`config.mk`:
```
export PLATFORM = sky130hd
export DESIGN_NAME = tp_timer_top
export DESIGN_NICKNAME = d
export VERILOG_FILES = /design/src/tp_pkg.sv /design/src/tp_db_if.sv /design/src/tp_deadband.sv /design/src/tp_timer_top.sv
export VERILOG_INCLUDE_DIRS = /design/src
export SDC_FILE = /design/constraint.sdc
export NUM_CORES = 1
export LEC_CHECK = 0
export BUFFER_PORTS_ARGS = -buffer_cell sky130_fd_sc_hd__buf_2
export CAP_MARGIN = 20
export CORE_UTILIZATION = 29
export DETAILED_ROUTE_END_ITERATION = 8
export SYNTH_ARGS = -nofsm -noshare
export SYNTH_HDL_FRONTEND = slang
export SYNTH_SLANG_ARGS = --single-unit
```
`constraint.sdc`:
```
create_clock -name core_clk -period 4 [get_ports core_clk]
set_input_delay 0.4 -clock core_clk [delete_from_list [all_inputs] [get_ports core_clk]]
set_output_delay 0.4 -clock core_clk [all_outputs]
set_load 0.01 [all_outputs]
```
`src/tp_params.svh`:
```
// constants of the timer pwm block: offsets, fields, reset values
`ifndef TP_PARAMS_SVH
`define TP_PARAMS_SVH
// ==========================================================
// register byte offsets
`define TP_OFF_CTRL 8'h00
`define TP_OFF_CTRL2 8'h04
`define TP_OFF_COUNT 8'h08
`define TP_OFF_MATCH 8'h0C
`define TP_OFF_RELOAD 8'h10
`define TP_OFF_DBAND 8'h14
`define TP_OFF_STAT 8'h18
// ==========================================================
// field positions
`define TP_CTRL_EN 0
`define TP_CTRL_MODE 1
`define TP_CTRL_POL 2
`define TP_CTRL_OUTEN 3
`define TP_CTRL_PS_HI 6
`define TP_CTRL_PS_LO 4
`define TP_CTRL2_MHI 0
// ==========================================================
// reset and restart values, deadband limit, response codes
`define TP_CTRL_RST 8'h00
`define TP_CNT_RST 16'h0001
`define TP_CNT_RESTART 16'h0001
`define TP_RELOAD_RST 16'h0000
`define TP_MATCH_RST 16'h0000
`define TP_DB_MAX 8'h80
`define TP_RESP_OKAY 2'h0
`define TP_RESP_SLVERR 2'h2
`endif

```
`src/tp_pkg.sv`:
```
// types shared by the timer pwm block
package tp_pkg;
  // ========================================================
  // counting mode carried in the mode field
  typedef enum logic {
    TP_MODE_CMPCNT = 1'b0,
    TP_MODE_PWM = 1'b1
  } tp_mode_e;
  typedef logic [7:0] tp_dband_t;
endpackage : tp_pkg

```
`src/tp_db_if.sv`:
```
// carrier between the timer core and the deadband stage
`timescale 1ns/1ps
interface tp_db_if;
  logic lvl;
  logic dual;
  tp_pkg::tp_dband_t delay;
  logic pos;
  logic neg;
  modport src (output lvl, output dual, output delay, input pos, input neg);
  modport db (input lvl, input dual, input delay, output pos, output neg);
endinterface : tp_db_if

```
`src/tp_deadband.sv`:
```
// deadband stage: delays low-to-high edges of both pwm pins
`timescale 1ns/1ps
module tp_deadband (
  input wire logic core_clk,
  input wire logic resetn,
  tp_db_if.db bus
);
  tp_pkg::tp_dband_t cnt_p_ff;
  tp_pkg::tp_dband_t cnt_n_ff;
  logic pos_ff;
  logic neg_ff;

  // ========================================================
  // true output: drops at once, rises after delay cycles
  always_ff @(posedge core_clk) begin
    if (!resetn) begin
      pos_ff <= 1'b0;
      cnt_p_ff <= 8'h00;
    end else if (!bus.lvl) begin
      pos_ff <= 1'b0;
      cnt_p_ff <= 8'h00;
    end else if (!pos_ff) begin
      if (cnt_p_ff >= bus.delay) begin
        pos_ff <= 1'b1;
      end else begin
        cnt_p_ff <= cnt_p_ff + 8'h01;
      end
    end
  end

  // complement output, only live in dual mode
  always_ff @(posedge core_clk) begin
    if (!resetn) begin
      neg_ff <= 1'b0;
      cnt_n_ff <= 8'h00;
    end else if (!bus.dual || bus.lvl) begin
      neg_ff <= 1'b0;
      cnt_n_ff <= 8'h00;
    end else if (!neg_ff) begin
      if (cnt_n_ff >= bus.delay) begin
        neg_ff <= 1'b1;
      end else begin
        cnt_n_ff <= cnt_n_ff + 8'h01;
      end
    end
  end

  assign bus.pos = pos_ff;
  assign bus.neg = neg_ff;
endmodule : tp_deadband

```
`src/tp_timer_top.sv`:
```
// timer with comparator counting and single or dual pwm output
//
// Added by the designer: the register addresses and register access over AXI4-Lite.
`timescale 1ns/1ps
`include "tp_params.svh"
module tp_timer_top #(
  parameter int ADDR_W = 8
) (
  input wire logic core_clk,
  input wire logic resetn,
  input wire logic [ADDR_W-1:0] s_axi_awaddr,
  input wire logic [2:0] s_axi_awprot,
  input wire logic s_axi_awvalid,
  output logic s_axi_awready,
  input wire logic [31:0] s_axi_wdata,
  input wire logic [3:0] s_axi_wstrb,
  input wire logic s_axi_wvalid,
  output logic s_axi_wready,
  output logic [1:0] s_axi_bresp,
  output logic s_axi_bvalid,
  input wire logic s_axi_bready,
  input wire logic [ADDR_W-1:0] s_axi_araddr,
  input wire logic [2:0] s_axi_arprot,
  input wire logic s_axi_arvalid,
  output logic s_axi_arready,
  output logic [31:0] s_axi_rdata,
  output logic [1:0] s_axi_rresp,
  output logic s_axi_rvalid,
  input wire logic s_axi_rready,
  input wire logic comp_out,
  output logic tout,
  output logic tout_oe,
  output logic tcomp_out,
  output logic tcomp_oe,
  output logic timer_irq
);

  // ========================================================
  // byte lane merge helpers
  function automatic logic [7:0] tp_merge8(
    input logic [7:0] old,
    input logic [31:0] d,
    input logic [3:0] s
  );
    tp_merge8 = s[0] ? d[7:0] : old;
  endfunction : tp_merge8

  function automatic logic [15:0] tp_merge16(
    input logic [15:0] old,
    input logic [31:0] d,
    input logic [3:0] s
  );
    tp_merge16 = old;
    if (s[0]) tp_merge16[7:0] = d[7:0];
    if (s[1]) tp_merge16[15:8] = d[15:8];
  endfunction : tp_merge16

  // word offset with low address bits dropped
  function automatic logic [7:0] tp_word(input logic [ADDR_W-1:0] a);
    tp_word = {a[7:2], 2'b00};
  endfunction : tp_word

  // ========================================================
  // bus state
  logic awready_ff;
  logic wready_ff;
  logic bvalid_ff;
  logic [1:0] bresp_ff;
  logic [7:0] awoff_ff;
  logic [31:0] wdata_ff;
  logic [3:0] wstrb_ff;
  logic arready_ff;
  logic rvalid_ff;
  logic [1:0] rresp_ff;
  logic [31:0] rdata_ff;
  logic wr_en;
  logic wr_hit;
  logic rd_hit;
  logic [31:0] rd_val;

  // timer state
  logic [7:0] ctrl_ff;
  logic [7:0] ctrl2_ff;
  logic [15:0] count_ff;
  logic [15:0] match_ff;
  logic [15:0] reload_ff;
  tp_pkg::tp_dband_t dband_ff;
  logic [6:0] presc_ff;
  logic comp_q_ff;
  logic level_ff;
  logic irq_ff;
  logic tout_oe_ff;
  logic tcomp_oe_ff;

  logic en;
  tp_pkg::tp_mode_e mode;
  logic pol;
  logic dual;
  logic [2:0] ps;
  logic [6:0] presc_lim;
  logic presc_hit;
  logic edge_hit;
  logic tick;
  logic reload_hit;
  logic match_hit;
  logic [7:0] db_new;

  tp_db_if db_bus ();

  // ========================================================
  // write channel: address and data taken in either order
  assign wr_en = !awready_ff && !wready_ff && !bvalid_ff;

  always_comb begin
    case (awoff_ff)
      `TP_OFF_CTRL, `TP_OFF_CTRL2, `TP_OFF_COUNT, `TP_OFF_MATCH,
      `TP_OFF_RELOAD, `TP_OFF_DBAND, `TP_OFF_STAT: wr_hit = 1'b1;
      default: wr_hit = 1'b0;
    endcase
  end

  always_ff @(posedge core_clk) begin
    if (!resetn) begin
      awready_ff <= 1'b1;
      wready_ff <= 1'b1;
      bvalid_ff <= 1'b0;
      bresp_ff <= `TP_RESP_OKAY;
      awoff_ff <= 8'h00;
      wdata_ff <= 32'h0000_0000;
      wstrb_ff <= 4'h0;
    end else begin
      if (s_axi_awvalid && awready_ff) begin
        awoff_ff <= tp_word(s_axi_awaddr);
        awready_ff <= 1'b0;
      end
      if (s_axi_wvalid && wready_ff) begin
        wdata_ff <= s_axi_wdata;
        wstrb_ff <= s_axi_wstrb;
        wready_ff <= 1'b0;
      end
      if (wr_en) begin
        bvalid_ff <= 1'b1;
        bresp_ff <= wr_hit ? `TP_RESP_OKAY : `TP_RESP_SLVERR;
      end
      if (bvalid_ff && s_axi_bready) begin
        bvalid_ff <= 1'b0;
        awready_ff <= 1'b1;
        wready_ff <= 1'b1;
      end
    end
  end

  // ========================================================
  // read decode
  always_comb begin
    rd_hit = 1'b1;
    rd_val = 32'h0000_0000;
    case (tp_word(s_axi_araddr))
      `TP_OFF_CTRL: rd_val[7:0] = ctrl_ff;
      `TP_OFF_CTRL2: rd_val[7:0] = ctrl2_ff;
      `TP_OFF_COUNT: rd_val[15:0] = count_ff;
      `TP_OFF_MATCH: rd_val[15:0] = match_ff;
      `TP_OFF_RELOAD: rd_val[15:0] = reload_ff;
      `TP_OFF_DBAND: rd_val[7:0] = dband_ff;
      `TP_OFF_STAT: rd_val[3:0] = {comp_q_ff, tcomp_out, tout, level_ff};
      default: rd_hit = 1'b0;
    endcase
  end

  // read channel: answer one cycle after the address
  always_ff @(posedge core_clk) begin
    if (!resetn) begin
      arready_ff <= 1'b1;
      rvalid_ff <= 1'b0;
      rresp_ff <= `TP_RESP_OKAY;
      rdata_ff <= 32'h0000_0000;
    end else if (s_axi_arvalid && arready_ff) begin
      arready_ff <= 1'b0;
      rvalid_ff <= 1'b1;
      rdata_ff <= rd_val;
      rresp_ff <= rd_hit ? `TP_RESP_OKAY : `TP_RESP_SLVERR;
    end else if (rvalid_ff && s_axi_rready) begin
      rvalid_ff <= 1'b0;
      arready_ff <= 1'b1;
    end
  end

  // ========================================================
  // control registers
  assign db_new = tp_merge8(dband_ff, wdata_ff, wstrb_ff);

  always_ff @(posedge core_clk) begin
    if (!resetn) begin
      ctrl_ff <= `TP_CTRL_RST;
      ctrl2_ff <= `TP_CTRL_RST;
      match_ff <= `TP_MATCH_RST;
      reload_ff <= `TP_RELOAD_RST;
      dband_ff <= 8'h00;
    end else if (wr_en) begin
      case (awoff_ff)
        `TP_OFF_CTRL: ctrl_ff <= tp_merge8(ctrl_ff, wdata_ff, wstrb_ff);
        `TP_OFF_CTRL2:
          ctrl2_ff <= tp_merge8(ctrl2_ff, wdata_ff, wstrb_ff);
        `TP_OFF_MATCH:
          match_ff <= tp_merge16(match_ff, wdata_ff, wstrb_ff);
        `TP_OFF_RELOAD:
          reload_ff <= tp_merge16(reload_ff, wdata_ff, wstrb_ff);
        // deadband saturates at the largest legal delay
        `TP_OFF_DBAND: begin
          dband_ff <= (db_new > `TP_DB_MAX) ? `TP_DB_MAX : db_new;
        end
        default: ;
      endcase
    end
  end

  // ========================================================
  // mode decode and tick source
  assign en = ctrl_ff[`TP_CTRL_EN];
  assign mode = tp_pkg::tp_mode_e'(ctrl_ff[`TP_CTRL_MODE]);
  assign pol = ctrl_ff[`TP_CTRL_POL];
  assign ps = ctrl_ff[`TP_CTRL_PS_HI:`TP_CTRL_PS_LO];
  assign dual = (mode == tp_pkg::TP_MODE_PWM) && ctrl2_ff[`TP_CTRL2_MHI];
  assign presc_lim = 7'((8'h01 << ps) - 8'h01);
  assign presc_hit = (presc_ff == presc_lim);

  // selected comparator edge, polarity high means rising
  assign edge_hit = pol ? (comp_out && !comp_q_ff)
                        : (!comp_out && comp_q_ff);

  assign tick = en && ((mode == tp_pkg::TP_MODE_PWM) ? presc_hit
                                                     : edge_hit);
  assign reload_hit = tick && (count_ff == reload_ff);
  assign match_hit = tick && (count_ff == match_ff);

  // comparator sample for edge detection
  always_ff @(posedge core_clk) begin
    if (!resetn) begin
      comp_q_ff <= 1'b0;
    end else begin
      comp_q_ff <= comp_out;
    end
  end

  // prescaler, held clear when idle or counting edges
  always_ff @(posedge core_clk) begin
    if (!resetn) begin
      presc_ff <= 7'h00;
    end else if (!en || mode != tp_pkg::TP_MODE_PWM || presc_hit) begin
      presc_ff <= 7'h00;
    end else begin
      presc_ff <= presc_ff + 7'h01;
    end
  end

  // ========================================================
  // counter: software write wins, then reload, then step
  always_ff @(posedge core_clk) begin
    if (!resetn) begin
      count_ff <= `TP_CNT_RST;
    end else if (wr_en && awoff_ff == `TP_OFF_COUNT) begin
      count_ff <= tp_merge16(count_ff, wdata_ff, wstrb_ff);
    end else if (reload_hit) begin
      count_ff <= `TP_CNT_RESTART;
    end else if (tick) begin
      count_ff <= count_ff + 16'h0001;
    end
  end

  // ========================================================
  // output level: idles at polarity; pwm flips at match and returns to polarity at reload, counting flips at reload
  always_ff @(posedge core_clk) begin
    if (!resetn) begin
      level_ff <= 1'b0;
    end else if (!en) begin
      level_ff <= pol;
    end else if (reload_hit) begin
      if (mode == tp_pkg::TP_MODE_PWM) begin
        level_ff <= pol;
      end else begin
        level_ff <= !level_ff;
      end
    end else if (match_hit && mode == tp_pkg::TP_MODE_PWM) begin
      level_ff <= !level_ff;
    end
  end

  // interrupt request pulse at each reload
  always_ff @(posedge core_clk) begin
    if (!resetn) begin
      irq_ff <= 1'b0;
    end else begin
      irq_ff <= reload_hit;
    end
  end

  // pin enables: complement takes over the input pin
  always_ff @(posedge core_clk) begin
    if (!resetn) begin
      tout_oe_ff <= 1'b0;
      tcomp_oe_ff <= 1'b0;
    end else begin
      tout_oe_ff <= ctrl_ff[`TP_CTRL_OUTEN];
      tcomp_oe_ff <= dual;
    end
  end

  // ========================================================
  // deadband stage, no delay outside dual mode
  assign db_bus.lvl = level_ff;
  assign db_bus.dual = dual;
  assign db_bus.delay = dual ? dband_ff : 8'h00;

  tp_deadband u_deadband (
    .core_clk (core_clk),
    .resetn (resetn),
    .bus (db_bus.db)
  );

  // ========================================================
  // port drive
  assign s_axi_awready = awready_ff;
  assign s_axi_wready = wready_ff;
  assign s_axi_bvalid = bvalid_ff;
  assign s_axi_bresp = bresp_ff;
  assign s_axi_arready = arready_ff;
  assign s_axi_rvalid = rvalid_ff;
  assign s_axi_rresp = rresp_ff;
  assign s_axi_rdata = rdata_ff;
  assign tout = db_bus.pos;
  assign tcomp_out = db_bus.neg;
  assign tout_oe = tout_oe_ff;
  assign tcomp_oe = tcomp_oe_ff;
  assign timer_irq = irq_ff;

endmodule : tp_timer_top

```
==> run summary, run 1 <==
Run status -> finished, final reports clean
Sequential share of the synthesized area -> 39.7%
Top-count cell post-synth -> dfxtp_1
Cell Area, Placed -> 0.00797 mm2
RSZ-0062 raised after global routing -> false
DIE AREA -> 0.0266 mm2
Skew final -> 0.00837 ns
Setup-failing EPs final -> 0
Syn. warnings -> 0
Die width -> 163 um
Slew @ Worst Pin -> 0.791 ns
Sum Neg Setup Slack -> 0 ns
Critical-path maximum fanout -> 11
Post-layout min period -> 3.07 ns
VDD IR max -> 0.245 mV
Area share of the leading cell type in the synthesized netlist -> 39.7%
Critical Path RT -> 4.37 ns
Antenna Nets Post-Route -> 0
Fin crit share -> 76.7%
Layout cells sized above 1 -> 12.3%
Crit start category -> flip-flop
Hold Buf Count CTS -> 0
GR Util All Layers -> 16.1%
Final GP Congestion -> 0.842
Area Overhead vs Synth -> 14.1%
Post-synth EDFFs -> 0
Die height -> 163 um
Peak Freq -> 0.326 GHz
Multi-input logic area -> 0.00416 mm2
Final Hold Vio Count -> 0
Diodes inserted -> 0
Post-synth cell types -> 72
Overflow after GRT -> 0
MaxCap Viol Count -> 0
Starting density of the core -> 29.7%
Reg clk slew, reported paths -> 0.06 ns
Routed vias -> 6,549
Mapped cell area -> 0.00752 mm2
Cell area after layout -> 0.00858 mm2
Post-synth top cells -> dfxtp_1, nand2_1, nor2_1
Total CTS buffers -> 17
CP endpoint kind -> flip-flop
Sequential cell area -> 0.00298 mm2
Core ar. -> 0.0253 mm2
Largest net degree at the start of global routing -> 57
Worst Setup Path Type -> flip-flop to flip-flop
# fillers -> 2,649
PortBufs -> 65
Crit path DAT -> 3.44 ns
Ys async rst share -> 0%
Drt total wl -> 21,000 um
Global-route wire length before repair -> 33,100 um
First DRT Iteration DRCs -> 599
Num rows -> 58
# H-tree levels -> 4
Max Slew Vio Count -> 0
Synth area leaders -> dfxtp_1, nand2_1, a21oi_1, mux2i_1, nor2_1
CTS tree -> built
Leak pwr -> 3.43 nW
Initial antenna violation count -> 0
Hold WC Path Type -> primary input to flip-flop
Wire per inst -> 16.6 um
Gates resized, CTS repair -> 0
Synth Register Bits -> 149
PwrDens -> 392 mW/mm2
Vias per cell -> 5.19
Post-CTS Setup Inserts -> 0
Main synth FF type -> dfxtp_1
Max Buffers Root-to-Sink -> 2
Slew Limit Headroom -> 47.0%
Post-DP HPWL -> 14,900 um
Post-synthesis instance total -> 894
Syn Area/Cell -> 8.41 um2
Synth area leader -> dfxtp_1
Clock Latency Late Sink -> 0.43 ns
IO Pins -> 112
Nets -> 1,007
Clock Sinks -> 149
Post-route DRC -> 0
Root buffer cell -> clkbuf_16
Vias in the first global route -> 6,089
Drt first pass iters -> 6
state kept, by name (all words and copies together), names as in the netlist, 2 cells and up:
register / flops
awoff_ff: 6
ctrl2_ff: 8
wdata_ff: 16
presc_ff: 7
reload_ff: 16
dband_ff: 8
wstrb_ff: 2
ctrl_ff: 8
count_ff: 16
match_ff: 16
u_deadband.cnt_n_ff: 8
s_axi_rdata: 16
u_deadband.cnt_p_ff: 8
placed cells by master, fill, tap and decap left out, types with 6 or more instances in the layout:
cell	n
dfxtp_1	149
nand2_1	107
nor2_1	93
a21oi_1	79
buf_2	65
mux2i_1	37
nand3_1	31
xnor2_1	25
xor2_1	24
o21ai_0	24
ha_1	20
conb_1	18
nand4_1	17
a22oi_1	17
clkbuf_16	17
and2_1	15
nand2b_1	13
o211ai_1	12
inv_1	11
a222oi_1	11
nor3_1	10
and3_1	8
a21o_1	8
a221oi_1	8
or3_1	7
nor4_1	7
a31oi_1	7
buf_4	6
path summary, 6_finish.rpt:
kind,from,end,slack [ns],depth (start not counted)
setup / recovery,ctrl_ff[1],u_deadband.cnt_n_ff[3],0.93,9
hold / removal,s_axi_wvalid,s_axi_wready,0.17,2
hold reg to reg,awoff_ff[7],awoff_ff[7],0.45,2
setup reg to reg,ctrl_ff[1],u_deadband.cnt_n_ff[3],0.93,9
layer usage:
| metal | share of wire [%] | wire [um] | vias to the layer above | global-route usage (%) |
|---|---|---|---|---|
| met3 | 6.7 | 1400 | 21 | 3.90 |
| met2 | 42 | 8840 | 224 | 23.3 |
| met5 | 0 | 0 | - | 0 |
| li1 | - | - | 3215 | - |
| met4 | 1.7 | 349 | 0 | 5.18 |
| met1 | 50 | 10400 | 3089 | 23.2 |
critical path: stages (launching register included):
cell and delay (ns):
dfxtp_1 0.60, and2_1 0.31, nand2_1 0.12, ha_1 0.31, a21o_1 0.18, a21o_1 0.17, a211oi_1 0.35, o21ai_1 0.34
or4_1 0.54, nand2_1 0.08
through the flow:
step                      utilization (%)  setup WS [ns]  hold WS [ns]  power [mW]  std cells
after floorplan                         -           1.14         0.431        1.67        911
after global routing                 33.9          0.628         0.199        3.47       1263
after CTS                            33.9          0.977         0.160        3.39       1263
after detailed placement             31.5          0.980         0.447        1.72       1232
after global placement               31.5           1.02         0.440        1.72       1232
final                                33.9          0.932         0.173        3.36       1263
power breakdown:
group	total, mW	internal [mW]	switching, mW
registers	1.55	1.51	0.0423
logic	0.138	0.0473	0.0907
clock network	1.67	1.04	0.634
area by class of cell:
| cell class | instances | area share (%) |
|---|---|---|
| tap | 330 | 4.81 |
| timing repair buffer | 71 | 4.32 |
| multi-input combinational | 670 | 48.5 |
| clock inverter | 9 | 1.46 |
| clock buffer | 22 | 5.65 |
| sequential | 149 | 34.8 |
| inverter | 12 | 0.525 |
cell families (layout without fill, tap and decap cells):
logic type      count (synthesis)  in the layout  share of synthesized area [%]
buf+inv                        92            114                           5.88
xor+xnor                       49             49                           5.71
compound gates                211            211                           18.4
other cells                     1             18                         0.0499
flops                         149            149                           39.7
simple gates                  334            334                           21.9
mux                            38             38                           5.08
fa+ha+maj                      20             20                           3.33
Note: power is estimated with default switching activity, not from simulation.
==> run 2: changes to the inputs <==
==> constraint.sdc (replaced) <==
create_clock -name core_clk -period 3.15 [get_ports core_clk]
set_input_delay 0.315 -clock core_clk [delete_from_list [all_inputs] [get_ports core_clk]]
set_output_delay 0.315 -clock core_clk [all_outputs]
set_load 0.01 [all_outputs]
==> run summary, run 2 (same netlist as run 1, synthesis figures left out) <==
Worst path cell trace -> and2_1, nand2_1, ha_1, a21o_1, a21o_1, a211oi_1, o21ai_1, or4_1, nand2_1
Hold Crit Depth -> 2 (unchanged)
GR Util All Layers -> 16.4% (+0.29 points)
Critical-path maximum fanout -> 11 (unchanged)
Most frequent cells in the layout -> dfxtp_1, nand2_1, nor2_1
Max Buffers Root-to-Sink -> 2 (unchanged)
IO Pins -> 112 (unchanged)
Worst Setup Path Type -> flip-flop to flip-flop
CP endpoint kind -> flip-flop
Max Slew Vio Count -> 0 (unchanged)
Run status -> finished, final reports clean
Initial antenna violation count -> 0 (unchanged)
Vias in the first global route -> 5,974 (-1.9%)
Total CTS buffers -> 17 (unchanged)
Register share of total power -> 43.0% (-3.1 points)
Post-layout min period -> 2.77 ns (-0.296 ns)
PortBufs -> 65 (unchanged)
CP max-delay cell -> or4_1
Final GP Congestion -> 0.857 (+1.7%)
First DRT Iteration DRCs -> 657 (+9.7%)
HP Start -> s_axi_wvalid
MaxCap Viol Count -> 0 (unchanged)
Cell internal pwr -> 3.57 mW (+38%)
Antenna Nets Post-Route -> 0 (unchanged)
Area Overhead vs Synth -> 16.7%
Skew final -> 0.00503 ns (-0.00334 ns)
Wire per inst -> 16.6 um (-0.41%)
Critical Path RT -> 3.52 ns (-0.85 ns)
Net Sw Frac -> 21.9% (-0.92 points)
Slew @ Worst Pin -> 0.779 ns (-0.0123 ns)
Vias per cell -> 5.16 (-0.41%)
Slew Limit Headroom -> 47.7% (+0.70 points)
Hold Buf Count CTS -> 0 (unchanged)
Sw Pwr -> 1.00 mW (+31%)
FF-to-FF setup slack -> 0.38 ns (-0.55 ns)
Overflow after GRT -> 0 (unchanged)
Fin crit share -> 88.0% (+11 points)
Hold WC Path Type -> primary input to flip-flop
Peak Freq -> 0.361 GHz (+11%)
Die width -> 163 um (unchanged)
Post-DP HPWL -> 15,100 um (+1.3%)
Starting density of the core -> 29.7% (unchanged)
Clock Sinks -> 149 (unchanged)
Setup-failing EPs final -> 0 (unchanged)
Sum Neg Setup Slack -> 0 ns (unchanged)
Drt total wl -> 21,100 um (+0.62%)
Slowest cell delay on critical path -> 0.54 ns (-0.06 ns)
Commonest non-fill, non-tap cell in the layout -> dfxtp_1
Largest net degree at the start of global routing -> 103 (+81%)
Final Hold Vio Count -> 0 (unchanged)
Diodes inserted -> 0 (unchanged)
Reg clk slew, reported paths -> 0.06 ns (about the same)
VDD IR max -> 0.313 mV (+28%)
Post-route DRC -> 0 (unchanged)
Clock Latency Late Sink -> 0.43 ns (about the same)
Core ar. -> 0.0253 mm2 (unchanged)
Drt first pass iters -> 8 (+2)
Clk network pwr share -> 53.0% (+3.2 points)
FF-to-FF path depth -> 9 (unchanged)
Root buffer cell -> clkbuf_16
Crit path DAT -> 3.14 ns (-0.30 ns)
Num rows -> 58 (unchanged)
Gate power share -> 4.0% (about the same)
Post-CTS Setup Inserts -> 0 (unchanged)
CP bufs+invs -> 0 (unchanged)
Die height -> 163 um (unchanged)
Design Power -> 4.57 mW (+36%)
Leak pwr -> 3.54 nW (+3.0%)
Worst Hold Endpoint -> s_axi_wready
DIE AREA -> 0.0266 mm2 (unchanged)
RSZ-0062 raised after global routing -> false
Gates resized, CTS repair -> 0 (unchanged)
Routed vias -> 6,589 (+0.61%)
Core Util, Final -> 34.6% (+0.78 points)
Crit path from -> ctrl2_ff[0]
PwrDens -> 521 mW/mm2 (+33%)
Layout cells sized above 1 -> 13.4% (+1.1 points)
Critical path's top delay family -> simple AND/OR/NAND/NOR gates
CTS tree -> built
Nets -> 1,019 (+1.2%)
Crit start category -> flip-flop
RR Startpoint -> ctrl2_ff[0]
Global-route wire length before repair -> 33,700 um (+1.8%)
# H-tree levels -> 4 (unchanged)
FF-to-FF End -> u_deadband.cnt_n_ff[3]
## run 2: layer usage
| metal | up-vias | share of wire, % | global-route usage (%) | wire [um] |
|---|---|---|---|---|
| li1 | 3246 | - | - | - |
| met1 | 3057 | 49 | 24.7 | 10400 |
| met2 | 267 | 42 | 23.0 | 8780 |
| met3 | 19 | 8.1 | 3.36 | 1720 |
| met4 | 0 | 1.2 | 5.23 | 264 |
| met5 | - | 0 | 0 | 0 |
## run 2: area by class of cell
cell class                 instances  area [um2]
fill                            2622       16600
inverter                          12        45.0
timing repair buffer              83         480
multi-input combinational        670        4160
sequential                       149        2980
tap                              330         413
clock buffer                      20         447
clock inverter                    12         249
## run 2: power groups by stage
| stage | combinational [mW] | sequential (mW) | clock, mW |
|---|---|---|---|
| floorplan | 0.134 | 1.98 | 0 |
| global placement | 0.177 | 2.01 | 0 |
| detailed placement | 0.178 | 2.01 | 0 |
| CTS | 0.179 | 1.96 | 2.46 |
| global route | 0.204 | 1.97 | 2.55 |
| finish | 0.182 | 1.97 | 2.42 |
## run 2: worst max-delay path by stage
stage | to | slack [ns] | cells past startpoint
after global placement | u_deadband.cnt_n_ff[3] | 0.41 | 9
after floorplan | u_deadband.cnt_n_ff[7] | 0.29 | 12
final | u_deadband.cnt_n_ff[3] | 0.38 | 9
after global routing | u_deadband.cnt_n_ff[3] | 0.14 | 9
after CTS | u_deadband.cnt_n_ff[3] | 0.36 | 9
after detailed placement | u_deadband.cnt_n_ff[3] | 0.37 | 9
## run 2: metrics by stage
stage          setup WS (ns)  area (um2)  std cells  hold WS (ns)
2_1_floorplan          0.285        7580        911         0.415
3_5_place_dp           0.367        8050       1243         0.444
4_1_cts                0.358        8740       1275        0.0750
3_3_place_gp           0.414        8050       1243         0.440
6_report               0.377        8770       1276        0.0929
5_1_grt                0.135        8770       1276         0.110
